[src/verilog/sacs_pkg.sv]
// package for the conversion sequencer: widths, timing counts, carrier types
// assumes a single core clock of 50 MHz
package sacs_pkg;
   localparam int RES_W = 10;
   localparam logic [9:0] RES_CLEAR = 10'h000;
   localparam logic [9:0] RES_MSB = 10'h200;
   // start overhead of two machine cycles
   localparam int START_MCYC = 2;
   localparam int CORE_MHZ = 50;
   localparam int MCYC_NS = 1000;
   localparam int MCYC_CLKS = (MCYC_NS * CORE_MHZ + 999) / 1000;
   localparam int START_CLKS = START_MCYC * MCYC_CLKS;
   localparam logic [7:0] START_CLKS_W = 8'(START_CLKS);
   localparam logic [3:0] LAST_BIT = 4'h9;
   // cycles the ladder and the comparator sync need to follow a new code
   localparam logic [7:0] SETTLE_CLKS = 8'h02;

   typedef enum logic [3:0] {
      SACS_IDLE = 4'b0001,
      SACS_PREP = 4'b0010,
      SACS_TRY = 4'b0100,
      SACS_DONE = 4'b1000
   } sacs_state_t;

   // readout to the cpu: upper eight and lower two bits
   typedef struct packed {
      logic [7:0] hi;
      logic [1:0] lo;
   } sacs_result_t;
endpackage : sacs_pkg

[src/verilog/sacs_sequencer.sv]
// successive-approximation sequencer for a 10-bit converter
// assumes the cpu gives one-cycle instruction pulses on core_clk, the
// conversion clock tick and comparator output come from other domains
// How it works
// - start instruction begins a conversion
// - clear result register before comparing
// - first step sets top bit, compares
// - keep bit if reference below input
// - repeat down through the lowest bit
// - done after start overhead plus trials
// - done flag and interrupt condition together
// - ten-bit result, read as eight plus two
// - interrupt taken or skip clears flag
`timescale 1ns/1ps
module sacs_sequencer import sacs_pkg::*; #(
   parameter int PREP_CLKS = START_CLKS
) (
   // clock and reset
   input wire logic core_clk,
   input wire logic rst_n,
   // cpu instruction strobes
   input wire logic conversion_start_instr,
   input wire logic done_flag_skip_instr,
   input wire logic irq_taken,
   // conversion clock from the divider, asynchronous
   input wire logic conversion_clock,
   // comparator: high when reference is below analog_input_voltage
   input wire logic cmp_ref_below,
   // to the d/a ladder and cpu
   output logic [9:0] dac_code,
   output sacs_result_t result,
   output logic conversion_done_flag,
   output logic adc_irq_req,
   output logic busy
);
   // sequencer state and counters
   sacs_state_t st_q, st_d;
   logic [3:0] bit_q, bit_d;
   logic [7:0] cnt_q, cnt_d;

   // result register, one flop per bit
   logic [9:0] res_q, res_d;

   // completion flag and its interrupt pulse
   logic flag_q, flag_d;
   logic irq_d;

   // first stage only feeds the second, third keeps the last level
   logic [2:0] ck_sync_q, ck_sync_d;
   logic [1:0] cmp_sync_q, cmp_sync_d;

   // strobes from the control group to the per-bit logic
   logic tick;
   logic cmp_seen;
   logic do_clear;
   logic do_msb;
   logic do_decide;
   logic last_bit;
   logic [3:0] next_bit;

   // next values of the registered outputs
   logic [9:0] dac_code_d;
   sacs_result_t result_d;
   logic busy_d;

   // synchronisers for the two inputs from other domains
   always_comb begin
      ck_sync_d = {ck_sync_q[1:0], conversion_clock};
      cmp_sync_d = {cmp_sync_q[0], cmp_ref_below};
   end

   always_ff @(posedge core_clk or negedge rst_n) begin
      if (!rst_n) begin
         ck_sync_q <= 3'h0;
         cmp_sync_q <= 2'h0;
      end else begin
         ck_sync_q <= ck_sync_d;
         cmp_sync_q <= cmp_sync_d;
      end
   end

   // one-cycle strobe on each rising edge of the conversion clock
   assign tick = ck_sync_q[1] & ~ck_sync_q[2];
   assign cmp_seen = cmp_sync_q[1];
   assign last_bit = (bit_q == 4'h0);
   assign next_bit = bit_q - 4'h1;

   // control: start, overhead count, trial pacing
   always_comb begin
      st_d = st_q;
      bit_d = bit_q;
      cnt_d = cnt_q;
      do_clear = 1'b0;
      do_msb = 1'b0;
      do_decide = 1'b0;
      case (st_q)
         SACS_IDLE: begin
            if (conversion_start_instr) begin
               do_clear = 1'b1;
               cnt_d = 8'(PREP_CLKS);
               st_d = SACS_PREP;
            end
         end
         SACS_PREP: begin
            // two machine cycles of overhead before the first trial
            if (cnt_q <= 8'h01) begin
               do_msb = 1'b1;
               bit_d = LAST_BIT;
               cnt_d = SETTLE_CLKS;
               st_d = SACS_TRY;
            end else begin
               cnt_d = cnt_q - 8'h01;
            end
         end
         SACS_TRY: begin
            // a tick too soon after a new code would judge a stale compare
            if (cnt_q != 8'h00) begin
               cnt_d = cnt_q - 8'h01;
            end else if (tick) begin
               do_decide = 1'b1;
               cnt_d = SETTLE_CLKS;
               if (last_bit) begin
                  st_d = SACS_DONE;
               end else begin
                  bit_d = next_bit;
               end
            end
         end
         SACS_DONE: begin
            st_d = SACS_IDLE;
         end
         default: begin
            st_d = SACS_IDLE;
         end
      endcase
   end

   always_ff @(posedge core_clk or negedge rst_n) begin
      if (!rst_n) begin
         st_q <= SACS_IDLE;
         bit_q <= 4'h0;
         cnt_q <= 8'h00;
      end else begin
         st_q <= st_d;
         bit_q <= bit_d;
         cnt_q <= cnt_d;
      end
   end

   // per bit: clear, seed the top bit, decide, seed the next lower bit
   for (genvar b = 0; b < RES_W; b++) begin : g_bit
      always_comb begin
         res_d[b] = res_q[b];
         if (do_clear) begin
            res_d[b] = RES_CLEAR[b];
         end else if (do_msb) begin
            res_d[b] = RES_MSB[b];
         end else if (do_decide) begin
            if (bit_q == 4'(b)) begin
               // comparator sampled at the end of the trial period
               res_d[b] = cmp_seen;
            end else if (!last_bit && (next_bit == 4'(b))) begin
               res_d[b] = 1'b1;
            end
         end
      end
   end

   always_ff @(posedge core_clk or negedge rst_n) begin
      if (!rst_n) begin
         res_q <= RES_CLEAR;
      end else begin
         res_q <= res_d;
      end
   end

   // completion flag: set wins over a clear in the same cycle
   always_comb begin
      flag_d = flag_q;
      irq_d = 1'b0;
      if (done_flag_skip_instr | irq_taken) begin
         flag_d = 1'b0;
      end
      if (st_q == SACS_DONE) begin
         flag_d = 1'b1;
         irq_d = 1'b1;
      end
   end

   always_ff @(posedge core_clk or negedge rst_n) begin
      if (!rst_n) begin
         flag_q <= 1'b0;
      end else begin
         flag_q <= flag_d;
      end
   end

   // outputs: partial values show during a conversion, so reads wait
   always_comb begin
      dac_code_d = res_d;
      result_d.hi = res_d[9:2];
      result_d.lo = res_d[1:0];
      busy_d = (st_d != SACS_IDLE);
   end

   always_ff @(posedge core_clk or negedge rst_n) begin
      if (!rst_n) begin
         dac_code <= RES_CLEAR;
         result <= '0;
         conversion_done_flag <= 1'b0;
         adc_irq_req <= 1'b0;
         busy <= 1'b0;
      end else begin
         dac_code <= dac_code_d;
         result <= result_d;
         conversion_done_flag <= flag_d;
         adc_irq_req <= irq_d;
         busy <= busy_d;
      end
   end
endmodule : sacs_sequencer

[config.mk]
export PLATFORM = sky130hd
export DESIGN_NAME = sacs_sequencer
export DESIGN_NICKNAME = d
export VERILOG_FILES = /design/src/verilog/sacs_pkg.sv /design/src/verilog/sacs_sequencer.sv
export SDC_FILE = /design/constraint.sdc
export NUM_CORES = 1
export LEC_CHECK = 0
export ABC_CLOCK_PERIOD_IN_PS = 2300
export BUFFER_PORTS_ARGS = -buffer_cell sky130_fd_sc_hd__buf_2
export CORE_MARGIN = 2
export CORE_UTILIZATION = 50
export CTS_CLUSTER_DIAMETER = 30
export CTS_CLUSTER_SIZE = 40
export DETAILED_ROUTE_END_ITERATION = 8
export GPL_ROUTABILITY_DRIVEN = 0
export PLACE_DENSITY = 0.71
export SYNTH_ARGS = -nofsm -noshare
export SYNTH_HDL_FRONTEND = slang
export SYNTH_SLANG_ARGS = --single-unit
[constraint.sdc]
create_clock -name core_clk -period 2.3 [get_ports core_clk]
set_input_delay 0.115 -clock core_clk [delete_from_list [all_inputs] [get_ports core_clk]]
set_output_delay 0.115 -clock core_clk [all_outputs]
set_load 0.05 [all_outputs]
# After elaboration in Yosys (flattened, before gate mapping)
# Cells that the tools add are included.
# word_totals
ff_bits	44
out_inout_bits	23
word_cells	141
# classes
add_sub_neg	2
magnitude_cmp	1
n_eq_ne	29
n_mux	76
bitwise_logic	3
n_reduce_logical	19
# op_table
op	n
$mux W1	60
$eq A4 B3 Y1 const B	9
$mux W4	9
$mux W8	4
$pmux W8 S3	1
$eq A4 B2 Y1 const B	5
$eq A4 B4 Y1 const B	5
$eq A4 B1 Y1 const B	3
$pmux W4 S3	1
$logic_and A1 B1 Y1	10
$ne A2 B2 Y1 const B	5
$le A8 B1 Y1 const B	1
$logic_not A4 Y1	2
$pmux W4 S2	1
$reduce_bool A8 Y1	1
$sub A8 B1 Y8 const B	1
$reduce_and A5 Y1	1
$ne A4 B1 Y1 const B	1
$reduce_bool A2 Y1	2
$sub A4 B1 Y4 const B	1
$ne A3 B3 Y1 const B	1
$reduce_and A3 Y1	1
$reduce_bool A3 Y1	1
$and A1 B1 Y1	1
other kinds (3)	3

# Logic depth before layout (Yosys ltp)
# Gate-level depths: netlist (run 1).
# logic_depth
depth_word	8
ltp_mapped	8
mapped_depth_nobuf	7

# Worst setup path before layout (run 1)
# Ideal clock, no wire load.
# synth_timing
path_kind	register to register
start	reg st_q[1]
end	reg result[7] in the netlist's numbering
arrival_ns	1.870
path_slack_ns	0.335
stages_incl_launch_ff	7
n_path_buf	2
cell_sequence	dfrtp_1 > or4b_1 > buf_2 > nor4_4 > buf_6 > a31oi_1 > a311oi_2
# synth_between
elab_chain_len	5
elab_cells_between_ends	9
# synth_lines
element	line_no	source
from (decl)	sacs_sequencer.sv:37	sacs_state_t st_q, st_d;
from (signal assigned)	sacs_sequencer.sv:144	st_q <= st_d;
$eq A4 B3 Y1	sacs_sequencer.sv:96	case (st_q)
$mux W1	sacs_sequencer.sv:96	
$mux W1	sacs_sequencer.sv:158	end else if (do_decide) begin
$mux W1	sacs_sequencer.sv:156	end else if (do_msb) begin
$mux W1 *	sacs_sequencer.sv:154	if (do_clear) begin
to (signal assigned)	sacs_sequencer.sv:215	result <= result_d;
to (decl)	sacs_sequencer.sv:31	output sacs_result_t result,
# Mark *: on every way between the ends. The rest lies on a longest branch, timed or not.
# A chain may end at the register's enable or synchronous reset.

# Worst setup path in the final report (run 1)
# layout_timing
start	reg cnt_q[2]
end	reg bit_q[3]
# layout_between
elab_chain_len	3
elab_cells_between_ends	5
# layout_lines
element	line_no	source
from (decl)	sacs_sequencer.sv:39	logic [7:0] cnt_q, cnt_d;
from (signal assigned)	sacs_sequencer.sv:146	cnt_q <= cnt_d;
$le A8 B1 Y1 / $reduce_bool A8 Y1 (equally long branches)	sacs_sequencer.sv:106, sacs_sequencer.sv:117	
$ne A2 B2 Y1 (no line)	n/a	
$reduce_and A5 Y1 (no line) *	n/a	
to (signal assigned)	sacs_sequencer.sv:145	bit_q <= bit_d;
to (decl)	sacs_sequencer.sv:38	logic [3:0] bit_q, bit_d;
# Marks and branches as above.

==> flow_metrics.env, run 1 <==
export IMPL_outcome="complete, no violations"
export IMPL_slew_violations=0
export IMPL_place_area_um2=2308
export IMPL_cts_num_sinks=34
export IMPL_grt_usage_pct=20.98
export IMPL_nets=278
export IMPL_yosysWarnings=0
export IMPL_die_h_um=69.11
export IMPL_drive_gt1_share_pct=24.05
export IMPL_hold_depth=3
export IMPL_syn_area_per_cell_um2=9.337
export IMPL_crit_path_max_fanout=6
export IMPL_timing_rr_start="cnt_q[2]"
export IMPL_clk_path_buf_depth=2
export IMPL_cp_arrival_ps=2340
export IMPL_hold_viol_final=0
export IMPL_clk_pin_slew_ps=70
export IMPL_htree_levels=2
export IMPL_post_cts_setup_buffers=0
export IMPL_grt_overflow_total=0
export IMPL_routed_wl_um=4813
export IMPL_min_to="conversion_done_flag"
export IMPL_place_inst=301
export IMPL_fin_util_pct=60.31
export IMPL_antenna_found_initial=0
export IMPL_grt_pass1_vias=1707
export IMPL_cts_tree="yes"
export IMPL_min_period_ps=2133
export IMPL_crit_path_start_kind="register"
export IMPL_leakagePower_nw=1.135
export IMPL_finClkSkew_ps=4.076
export IMPL_die_area_um2=4776
export IMPL_worst_slew_pin_slew_ps=798.9
export IMPL_routed_via_density=5.897
export IMPL_power_density_nw_per_um2=1006
export IMPL_synthDistinctLibCells=58
export IMPL_synth_seq_cells=34
export IMPL_first_pass_iters=4
export IMPL_timing_fmax_ghz=0.4687
export IMPL_slew_headroom_pct=46.25
export IMPL_design_area_um2=2430
export IMPL_wl_per_cell_um=15.43
export IMPL_syn_inst=227
export IMPL_synth_area_um2=2120
export IMPL_synthFlopType="dfrtp_1"
export IMPL_fillers=353
export IMPL_drc=0
export IMPL_io_buffers=29
export IMPL_ios=30
export IMPL_yosys_top_cells_area="dfrtp_1 39%, ha_1 5.9%, nand2_1 3.9%"
export IMPL_ff2ff_setup_slack_ps=170
export IMPL_async_reset_ff_share_pct=100.0
export IMPL_tns_ps=0
export IMPL_maxCapViolCount=0
export IMPL_rr_endpoint="bit_q[3]"
export IMPL_ir_worst_vdd_uv=547.8
export IMPL_rows=23
export IMPL_synth_top_cell_by_area="dfrtp_1"
export IMPL_drtIter0Drc=147
export IMPL_die_x_um=69.11
export IMPL_fin_crit_sh_pct=92.76
export IMPL_power_mw=2.444
export IMPL_netlist_area_leader_share_pct=38.96
export IMPL_dp_hpwl_um=3398
export IMPL_finalSetupViolations=0
export IMPL_ys_seq_area_share_pct=40.20
export IMPL_final_antenna_net_count=0
export IMPL_criticalPathCategory="register to register"
export IMPL_core_um2=4029
export IMPL_initial_core_util_pct=52.61
export IMPL_clkLatencyLatePin_ps=290
export IMPL_root_buffer="clkbuf_8"
export IMPL_min_from="done_flag_skip_instr"
export IMPL_numCtsBuffers=5
export IMPL_via_count=1840
export IMPL_min_path_type="primary input to register"
export IMPL_synth_fp_nets=244
export IMPL_grt_max_degree=35
export IMPL_area_growth_pct=14.64
export IMPL_diodes=0
export IMPL_crit_required_ps=2500
export IMPL_grt_pass1_wl_um=8162
export IMPL_cp_end_kind="register"
export IMPL_rsz0062_at_grt="no"
export IMPL_stdcell_count=312
export IMPL_synth_enable_flop_cells=0
export IMPL_worst_r2r_cell_count=5
placed cells by master (no fill, tap or decap), types with 3 or more instances in the layout:
| master | n |
|---|---|
| a22o_1 | 4 |
| nor2_1 | 18 |
| nand3_1 | 6 |
| nor4_1 | 3 |
| a21oi_1 | 13 |
| nand2_1 | 22 |
| o22ai_1 | 3 |
| buf_2 | 29 |
| nor2b_1 | 6 |
| inv_1 | 11 |
| a221o_1 | 3 |
| o21a_1 | 3 |
| buf_4 | 13 |
| a21o_1 | 4 |
| dfrtp_1 | 33 |
| a31oi_1 | 7 |
| dlygate4sd3_1 | 3 |
| clkbuf_8 | 6 |
| a221oi_1 | 3 |
| or2_2 | 3 |
| o21ai_0 | 12 |
| ha_1 | 10 |
| nor3_1 | 4 |
sequential cells by signal, indices dropped and copies added, names as in the netlist, 2 cells and up:
| register | count |
|---|---|
| ck_sync_q | 3 |
| dac_code | 2 |
| cnt_q | 8 |
| result | 8 |
| st_q | 4 |
| cmp_sync_q | 2 |
| bit_q | 4 |
what timing repair did:
action,4_1_cts,5_1_grt
endpoints found under the hold margin,35,0
resized for setup,0,0
hold buffers,3,0
cell type report:
type | count | area [um2] | share of cell area [%]
inverter | 11 | 41.29 | 1.699
sequential | 34 | 852.1 | 35.07
multi-input combinational | 164 | 1110 | 45.67
clock inverter | 1 | 5.005 | 0.2060
clock buffer | 7 | 86.33 | 3.553
tap | 50 | 62.56 | 2.575
timing repair buffer | 45 | 272.8 | 11.23
metal layers:
layer	global-route usage (%)	part of all wire (%)
met3	5.409	5.4
met2	31.84	46
met4	6.318	0.77
met1	29.48	47
met5	0	0
worst max-delay path by stage:
stage                         from         to  slack, ps  depth (start not counted)
after floorplan            st_q[1]  result[7]        330                          6
after global placement    cnt_q[2]  result[8]        250                          5
after detailed placement  cnt_q[2]  result[5]        240                          5
after CTS                  st_q[3]   cnt_q[1]        220                          5
after global routing      cnt_q[2]   bit_q[3]          3                          5
final                     cnt_q[2]   bit_q[3]        170                          5
stage by stage:
step / setup WS (ps) / hold WS, ps
after CTS: 217.3 / 127.0
after global routing: 3.326 / 148.4
final: 166.5 / 132.4
after global placement: 247.4 / 225.5
after floorplan: 334.5 / -180.6
after detailed placement: 238.3 / 226.0
cells in the mapped netlist (all sizes together), types with 3 or more instances:
library cell  instances
nor2                 19
o21a                  3
o21ai                13
nor4b                 3
nor2b                 6
dfrtp                33
ha                   10
a21o                  4
a22o                  4
nor4                  4
or2                   3
a221o                 3
nand3                 6
nand2                22
a21oi                13
o22ai                 3
buf                  15
a31oi                 7
clkbuf                3
a221oi                4
inv                  11
nor3                  4
cell families (layout without fill, tap and decap cells):
group	count (synthesis)	count (layout)	share of synthesized area, %
mux	1	1	0.4723
flops	34	34	40.20
buf+inv	29	64	7.437
compound gates	74	74	25.32
fa+ha+maj	10	10	5.903
simple gates	79	79	20.66
worst max-delay path: stages, from the launching register on:
cell,delay (ps)
dfrtp_1,430
nor4_1,730
nand2_1,190
a221oi_2,410
a21oi_1,130
a41oi_1,170
power breakdown:
group	total, mW	switching [mW]	internal, mW
clock network	0.456	0.214	0.241
logic	1.13	0.674	0.459
registers	0.856	0.145	0.710
total	2.44	1.03	1.41
Note: power is estimated with default switching activity, not from simulation.
==> inputs of run 2 (changes only) <==
--- a/config.mk
+++ b/config.mk
@@ -14,6 +14,7 @@
 export DETAILED_ROUTE_END_ITERATION = 8
 export GPL_ROUTABILITY_DRIVEN = 0
 export PLACE_DENSITY = 0.71
+export RECOVER_POWER = 100
 export SYNTH_ARGS = -nofsm -noshare
 export SYNTH_HDL_FRONTEND = slang
 export SYNTH_SLANG_ARGS = --single-unit
==> run 2 against run 1 <==
  * Worst setup slack lost 16 ps
  * Clock power is essentially flat
  * Combinational power is essentially flat
==> flow_metrics.env, run 2 (same netlist as run 1, synthesis figures left out) <==
export IMPL_slew_violations=0
export IMPL_via_count=1841
export IMPL_final_antenna_net_count=0
export IMPL_clkLatencyLatePin_ps=280
export IMPL_maxCapViolCount=0
export IMPL_grt_overflow_total=0
export IMPL_wl_met1_um=2269
export IMPL_post_cts_resized=0
export IMPL_top_layer="met4"
export IMPL_outcome="complete, no violations"
export IMPL_rsz0062_at_grt="no"
export IMPL_power_density_nw_per_um2=1015
export IMPL_clk_pin_slew_ps=70
export IMPL_fin_util_pct=59.47
export IMPL_cts_tree="yes"
export IMPL_grt_pass1_wl_um=8162
export IMPL_dp_hpwl_um=3398
export IMPL_final_common_cell="dfrtp_1"
export IMPL_drc=0
export IMPL_htree_levels=2
export IMPL_grt_usage_pct=20.98
export IMPL_leakagePower_nw=1.034
export IMPL_crit_family="simple AND/OR/NAND/NOR gates"
export IMPL_drtIter0Drc=140
export IMPL_rows=23
export IMPL_cp_slowest_cell="or4_1"
export IMPL_die_x_um=69.11
export IMPL_criticalPathCategory="register to register"
export IMPL_die_area_um2=4776
export IMPL_grt_pass1_vias=1707
export IMPL_core_um2=4029
export IMPL_grt_max_degree=35
export IMPL_io_buffers=29
export IMPL_worst_r2r_cell_count=5
export IMPL_drive_gt1_share_pct=14.89
export IMPL_min_period_ps=2149
export IMPL_dp_slack_ps=238.3
export IMPL_diodes=0
export IMPL_antenna_found_initial=0
export IMPL_tns_ps=0
export IMPL_finalWorstSetupSlack_ps=150.7
export IMPL_area_growth_pct=13.05
export IMPL_first_pass_iters=4
export IMPL_top_regs="cnt_q: 8 flops, result: 8 flops"
export IMPL_finalSetupViolations=0
export IMPL_timing_fmax_ghz=0.4653
export IMPL_crit_path_start="cnt_q[2]"
export IMPL_ir_worst_vdd_uv=546.4
export IMPL_routed_via_density=5.901
export IMPL_whs_ps=135.4
export IMPL_dr_wl_met2_um=2159
export IMPL_place_area_um2=2308
export IMPL_finClkSkew_ps=4.809
export IMPL_rr_endpoint="result[2]"
export IMPL_crit_required_ps=2470
export IMPL_crit_path_start_kind="register"
export IMPL_fillers=362
export IMPL_layout_common_cells="33 x dfrtp_1, 24 x clkbuf_1, 22 x nand2_1"
export IMPL_root_buffer="clkbuf_8"
export IMPL_nets=278
export IMPL_ff2ff_setup_slack_ps=150
export IMPL_regArea_um2=852.1
export IMPL_crit_path_max_fanout=11
export IMPL_place_inst=301
export IMPL_fin_crit_sh_pct=93.45
export IMPL_clk_path_buf_depth=2
export IMPL_worst_slew_pin_slew_ps=817.8
export IMPL_multiInputGateArea_um2=1107
export IMPL_cp_arrival_ps=2320
export IMPL_crit_end="result[2]"
export IMPL_slowest_delay_ps=660
export IMPL_timing_rr_start="cnt_q[2]"
export IMPL_wl_per_cell_um=15.46
export IMPL_slew_headroom_pct=45.48
export IMPL_routed_wl_um=4823
export IMPL_route_met3_wl_um=330
export IMPL_path_depth=5
export IMPL_die_h_um=69.11
export IMPL_numCtsBuffers=5
export IMPL_design_area_um2=2396
export IMPL_min_path_type="primary input to register"
export IMPL_cp_end_kind="register"
export IMPL_stdcell_count=312
export IMPL_initial_core_util_pct=52.61
export IMPL_power_mw=2.431
export IMPL_hold_viol_final=0
export IMPL_crit_chain="or4_1, nor2_1, a21oi_1, clkbuf_2, a221o_1"
export IMPL_cts_num_sinks=34
export IMPL_crit_buf_inv=1
export IMPL_ios=30
run 2: cell count changes in the layout (fill, tap and decap cells not counted), sizes merged:
cell    before  now
clkbuf       7   32
buf         42   17
run 2: what timing repair did:
| item | CTS | global route |
|---|---|---|
| hold endpoints to repair | 35 | 0 |
| hold buffers | 3 | 0 |
| setup buffers | 0 | 0 |
run 2: report_power, final:
group | switching, mW | leakage, nW | internal [mW]
Sequential | 0.146 | 0.443 | 0.710
Combinational | 0.670 | 0.543 | 0.450
Clock | 0.213 | 0.0482 | 0.241
run 2: cell type report:
class	instances	area share, %
multi-input combinational	164	46.21
sequential	34	35.56
timing repair buffer	45	10.08
clock buffer	7	3.603
tap	50	2.611
inverter	11	1.723
clock inverter	1	0.2089
run 2: worst min path at each step:
stage | cells past startpoint | endpoint | slack, ps | from
after floorplan | 0 | adc_irq_req | -180 | rst_n
after global placement | 1 | ck_sync_q[0] | 230 | rst_n
after detailed placement | 1 | cmp_sync_q[0] | 230 | cmp_ref_below
after CTS | 3 | conversion_done_flag | 130 | done_flag_skip_instr
after global routing | 3 | conversion_done_flag | 150 | done_flag_skip_instr
final | 3 | conversion_done_flag | 140 | done_flag_skip_instr
run 2: routing by layer:
layer,global-route usage (%),up-vias
met1,29.48,872
met2,31.84,68
met3,5.409,4
met5,0,-
met4,6.318,0
li1,-,897
run 2: worst min-delay path: stages:
cell and delay (ps):
buf_2 80, nor2_1 30, a21o_1 160
==> inputs of run 3 (changes only) <==
--- a/config.mk
+++ b/config.mk
@@ -13,8 +13,9 @@
 export CTS_CLUSTER_SIZE = 40
 export DETAILED_ROUTE_END_ITERATION = 8
 export GPL_ROUTABILITY_DRIVEN = 0
+export MAX_ROUTING_LAYER = met4
 export PLACE_DENSITY = 0.71
-export RECOVER_POWER = 100
+export RECOVER_POWER = 25
 export SYNTH_ARGS = -nofsm -noshare
 export SYNTH_HDL_FRONTEND = slang
 export SYNTH_SLANG_ARGS = --single-unit
==> run 3 against run 2 <==
  * Worst setup slack better by 29 ps
  * Critical endpoint is now cnt_q[1]
  * Final cell count stayed put
  * Sequential share of layout area is 0.35 points lower
  * Core utilization is 0.59 points higher
  * Sequential cell count stayed put
  * Count of clock-buffer cells in the layout stayed put
  * Clock skew hardly changed
  * Critical path type unchanged
  * Wire length is 0.75% lower
  * Combinational power hardly changed
  * Final area is 0.99% higher
  * Highest routed layer unchanged
  * Total power is 0.50% higher
  * Largest power group unchanged
  * Clock power is 0.9% higher
==> flow_metrics.env, run 3 (same netlist as run 1, synthesis figures left out) <==
export IMPL_met1_usage_pct=29.48
export IMPL_ir_worst_vdd_uv=548.1
export IMPL_post_cts_setup_buffers=0
export IMPL_dp_hpwl_um=3398
export IMPL_grtUsageMet3_pct=5.409
export IMPL_drc=0
export IMPL_stdcell_count=312
export IMPL_cts_num_sinks=34
export IMPL_finalSetupViolations=0
export IMPL_clk_pin_slew_ps=70
export IMPL_slew_headroom_pct=45.53
export IMPL_crit_path_start_kind="register"
export IMPL_final_common_cell="dfrtp_1"
export IMPL_layout_common_cells="33 x dfrtp_1, 22 x nand2_1, 20 x buf_2"
export IMPL_cts_tree="yes"
export IMPL_pwr_share_seq_pct=35.0
export IMPL_slew_violations=0
export IMPL_core_um2=4029
export IMPL_rows=23
export IMPL_area_growth_pct=14.17
export IMPL_rsz0062_at_grt="no"
export IMPL_cts_hold_buffers_added=3
export IMPL_die_h_um=69.11
export IMPL_ios=30
export IMPL_netSwitchingPower_mw=1.035
export IMPL_routed_wl_um=4787
export IMPL_cp_arrival_ps=2300
export IMPL_initial_core_util_pct=52.61
export IMPL_numCtsBuffers=5
export IMPL_nets=278
export IMPL_switching_share_pct=42.37
export IMPL_top_regs="cnt_q: 8 flops, result: 8 flops"
export IMPL_finClkSkew_ps=5.213
export IMPL_die_area_um2=4776
export IMPL_first_pass_iters=4
export IMPL_min_period_ps=2120
export IMPL_die_x_um=69.11
export IMPL_htree_levels=2
export IMPL_met2_usage_pct=31.84
export IMPL_tns_ps=0
export IMPL_hold_viol_final=0
export IMPL_maxCapViolCount=0
export IMPL_routed_via_density=5.891
export IMPL_pwr_share_clk_pct=18.7
export IMPL_cp_end_kind="register"
export IMPL_grt_pass1_vias=1704
export IMPL_p_int_mw=1.408
export IMPL_crit_required_ps=2480
export IMPL_timing_fmax_ghz=0.4717
export IMPL_criticalPathCategory="register to register"
export IMPL_grt_overflow_total=0
export IMPL_min_path_type="primary input to register"
export IMPL_drive_gt1_share_pct=20.99
export IMPL_place_inst=301
export IMPL_antenna_found_initial=0
export IMPL_via_count=1838
export IMPL_final_antenna_net_count=0
export IMPL_clkLatencyLatePin_ps=290
export IMPL_wl_per_cell_um=15.34
export IMPL_power_density_nw_per_um2=1010
export IMPL_grt_busiest_layer="met2"
export IMPL_pwr_share_comb_pct=46.2
export IMPL_grt_max_degree=35
export IMPL_grt_pass1_wl_um=8155
export IMPL_io_buffers=29
export IMPL_crit_path_max_fanout=8
export IMPL_leakagePower_nw=1.101
export IMPL_root_buffer="clkbuf_8"
export IMPL_post_cts_resized=0
export IMPL_diodes=0
export IMPL_fin_crit_sh_pct=92.18
export IMPL_outcome="complete, no violations"
export IMPL_clk_path_buf_depth=2
export IMPL_worst_slew_pin_slew_ps=817.1
export IMPL_drtIter0Drc=148
export IMPL_grt_usage_pct=21.58
## run 3: layout make-up
type | count | area (um2)
sequential | 34 | 852.1
fill | 354 | 1609
clock inverter | 1 | 5.005
tap | 50 | 62.56
multi-input combinational | 164 | 1110
timing repair buffer | 45 | 262.8
clock buffer | 7 | 86.33
inverter | 11 | 41.29
## run 3: power groups by stage
stage                     clock network [mW]  logic [mW]  registers, mW
after floorplan                            0       0.778          0.858
after global placement                     0        1.10          0.857
after detailed placement                   0        1.11          0.861
after CTS                              0.472        1.12          0.851
after global routing                   0.497        1.25          0.875
final                                  0.458        1.13          0.856
## run 3: metal layers
metal | share of wire, % | vias to the layer above | wire [um]
met1 | 48 | 886 | 2291
met5 | 0 | - | 0
met4 | 1.4 | 0 | 66
met3 | 5.7 | 5 | 272
li1 | - | 895 | -
met2 | 45 | 52 | 2156
## run 3: path summary, 6_finish.rpt
check	start	end	slack (ps)	cells past startpoint
setup / recovery	st_q[3]	cnt_q[1]	180	5
hold / removal	done_flag_skip_instr	conversion_done_flag	130	3
setup reg to reg	st_q[3]	cnt_q[1]	180	5
hold reg to reg	ck_sync_q[0]	ck_sync_q[1]	350	0
max in group asynchronous	rst_n	cmp_sync_q[0]	1340	2
min in group asynchronous	rst_n	ck_sync_q[0]	450	2
## run 3: worst max-delay path, stage by stage, from the launching register on
cell and delay [ps]:
dfrtp_1 460, nor4b_2 580, nor2_1 250, o221ai_2 410, a211oi_1 140, a21o_1 180
## run 3: metrics by stage
step / setup slack (ps) / utilization, % / cell area, um2 / total power [mW] / hold WS (ps)
after global placement: 247.4 / 57.30 / 2308 / 1.958 / 225.5
after CTS: 217.3 / 60.31 / 2430 / 2.443 / 127.0
final: 179.8 / 60.06 / 2420 / 2.443 / 131.9
after floorplan: 334.5 / - / 2120 / 1.636 / -180.6
after global routing: 3.353 / 60.06 / 2420 / 2.621 / 148.4
after detailed placement: 238.3 / 57.30 / 2308 / 1.969 / 226.0
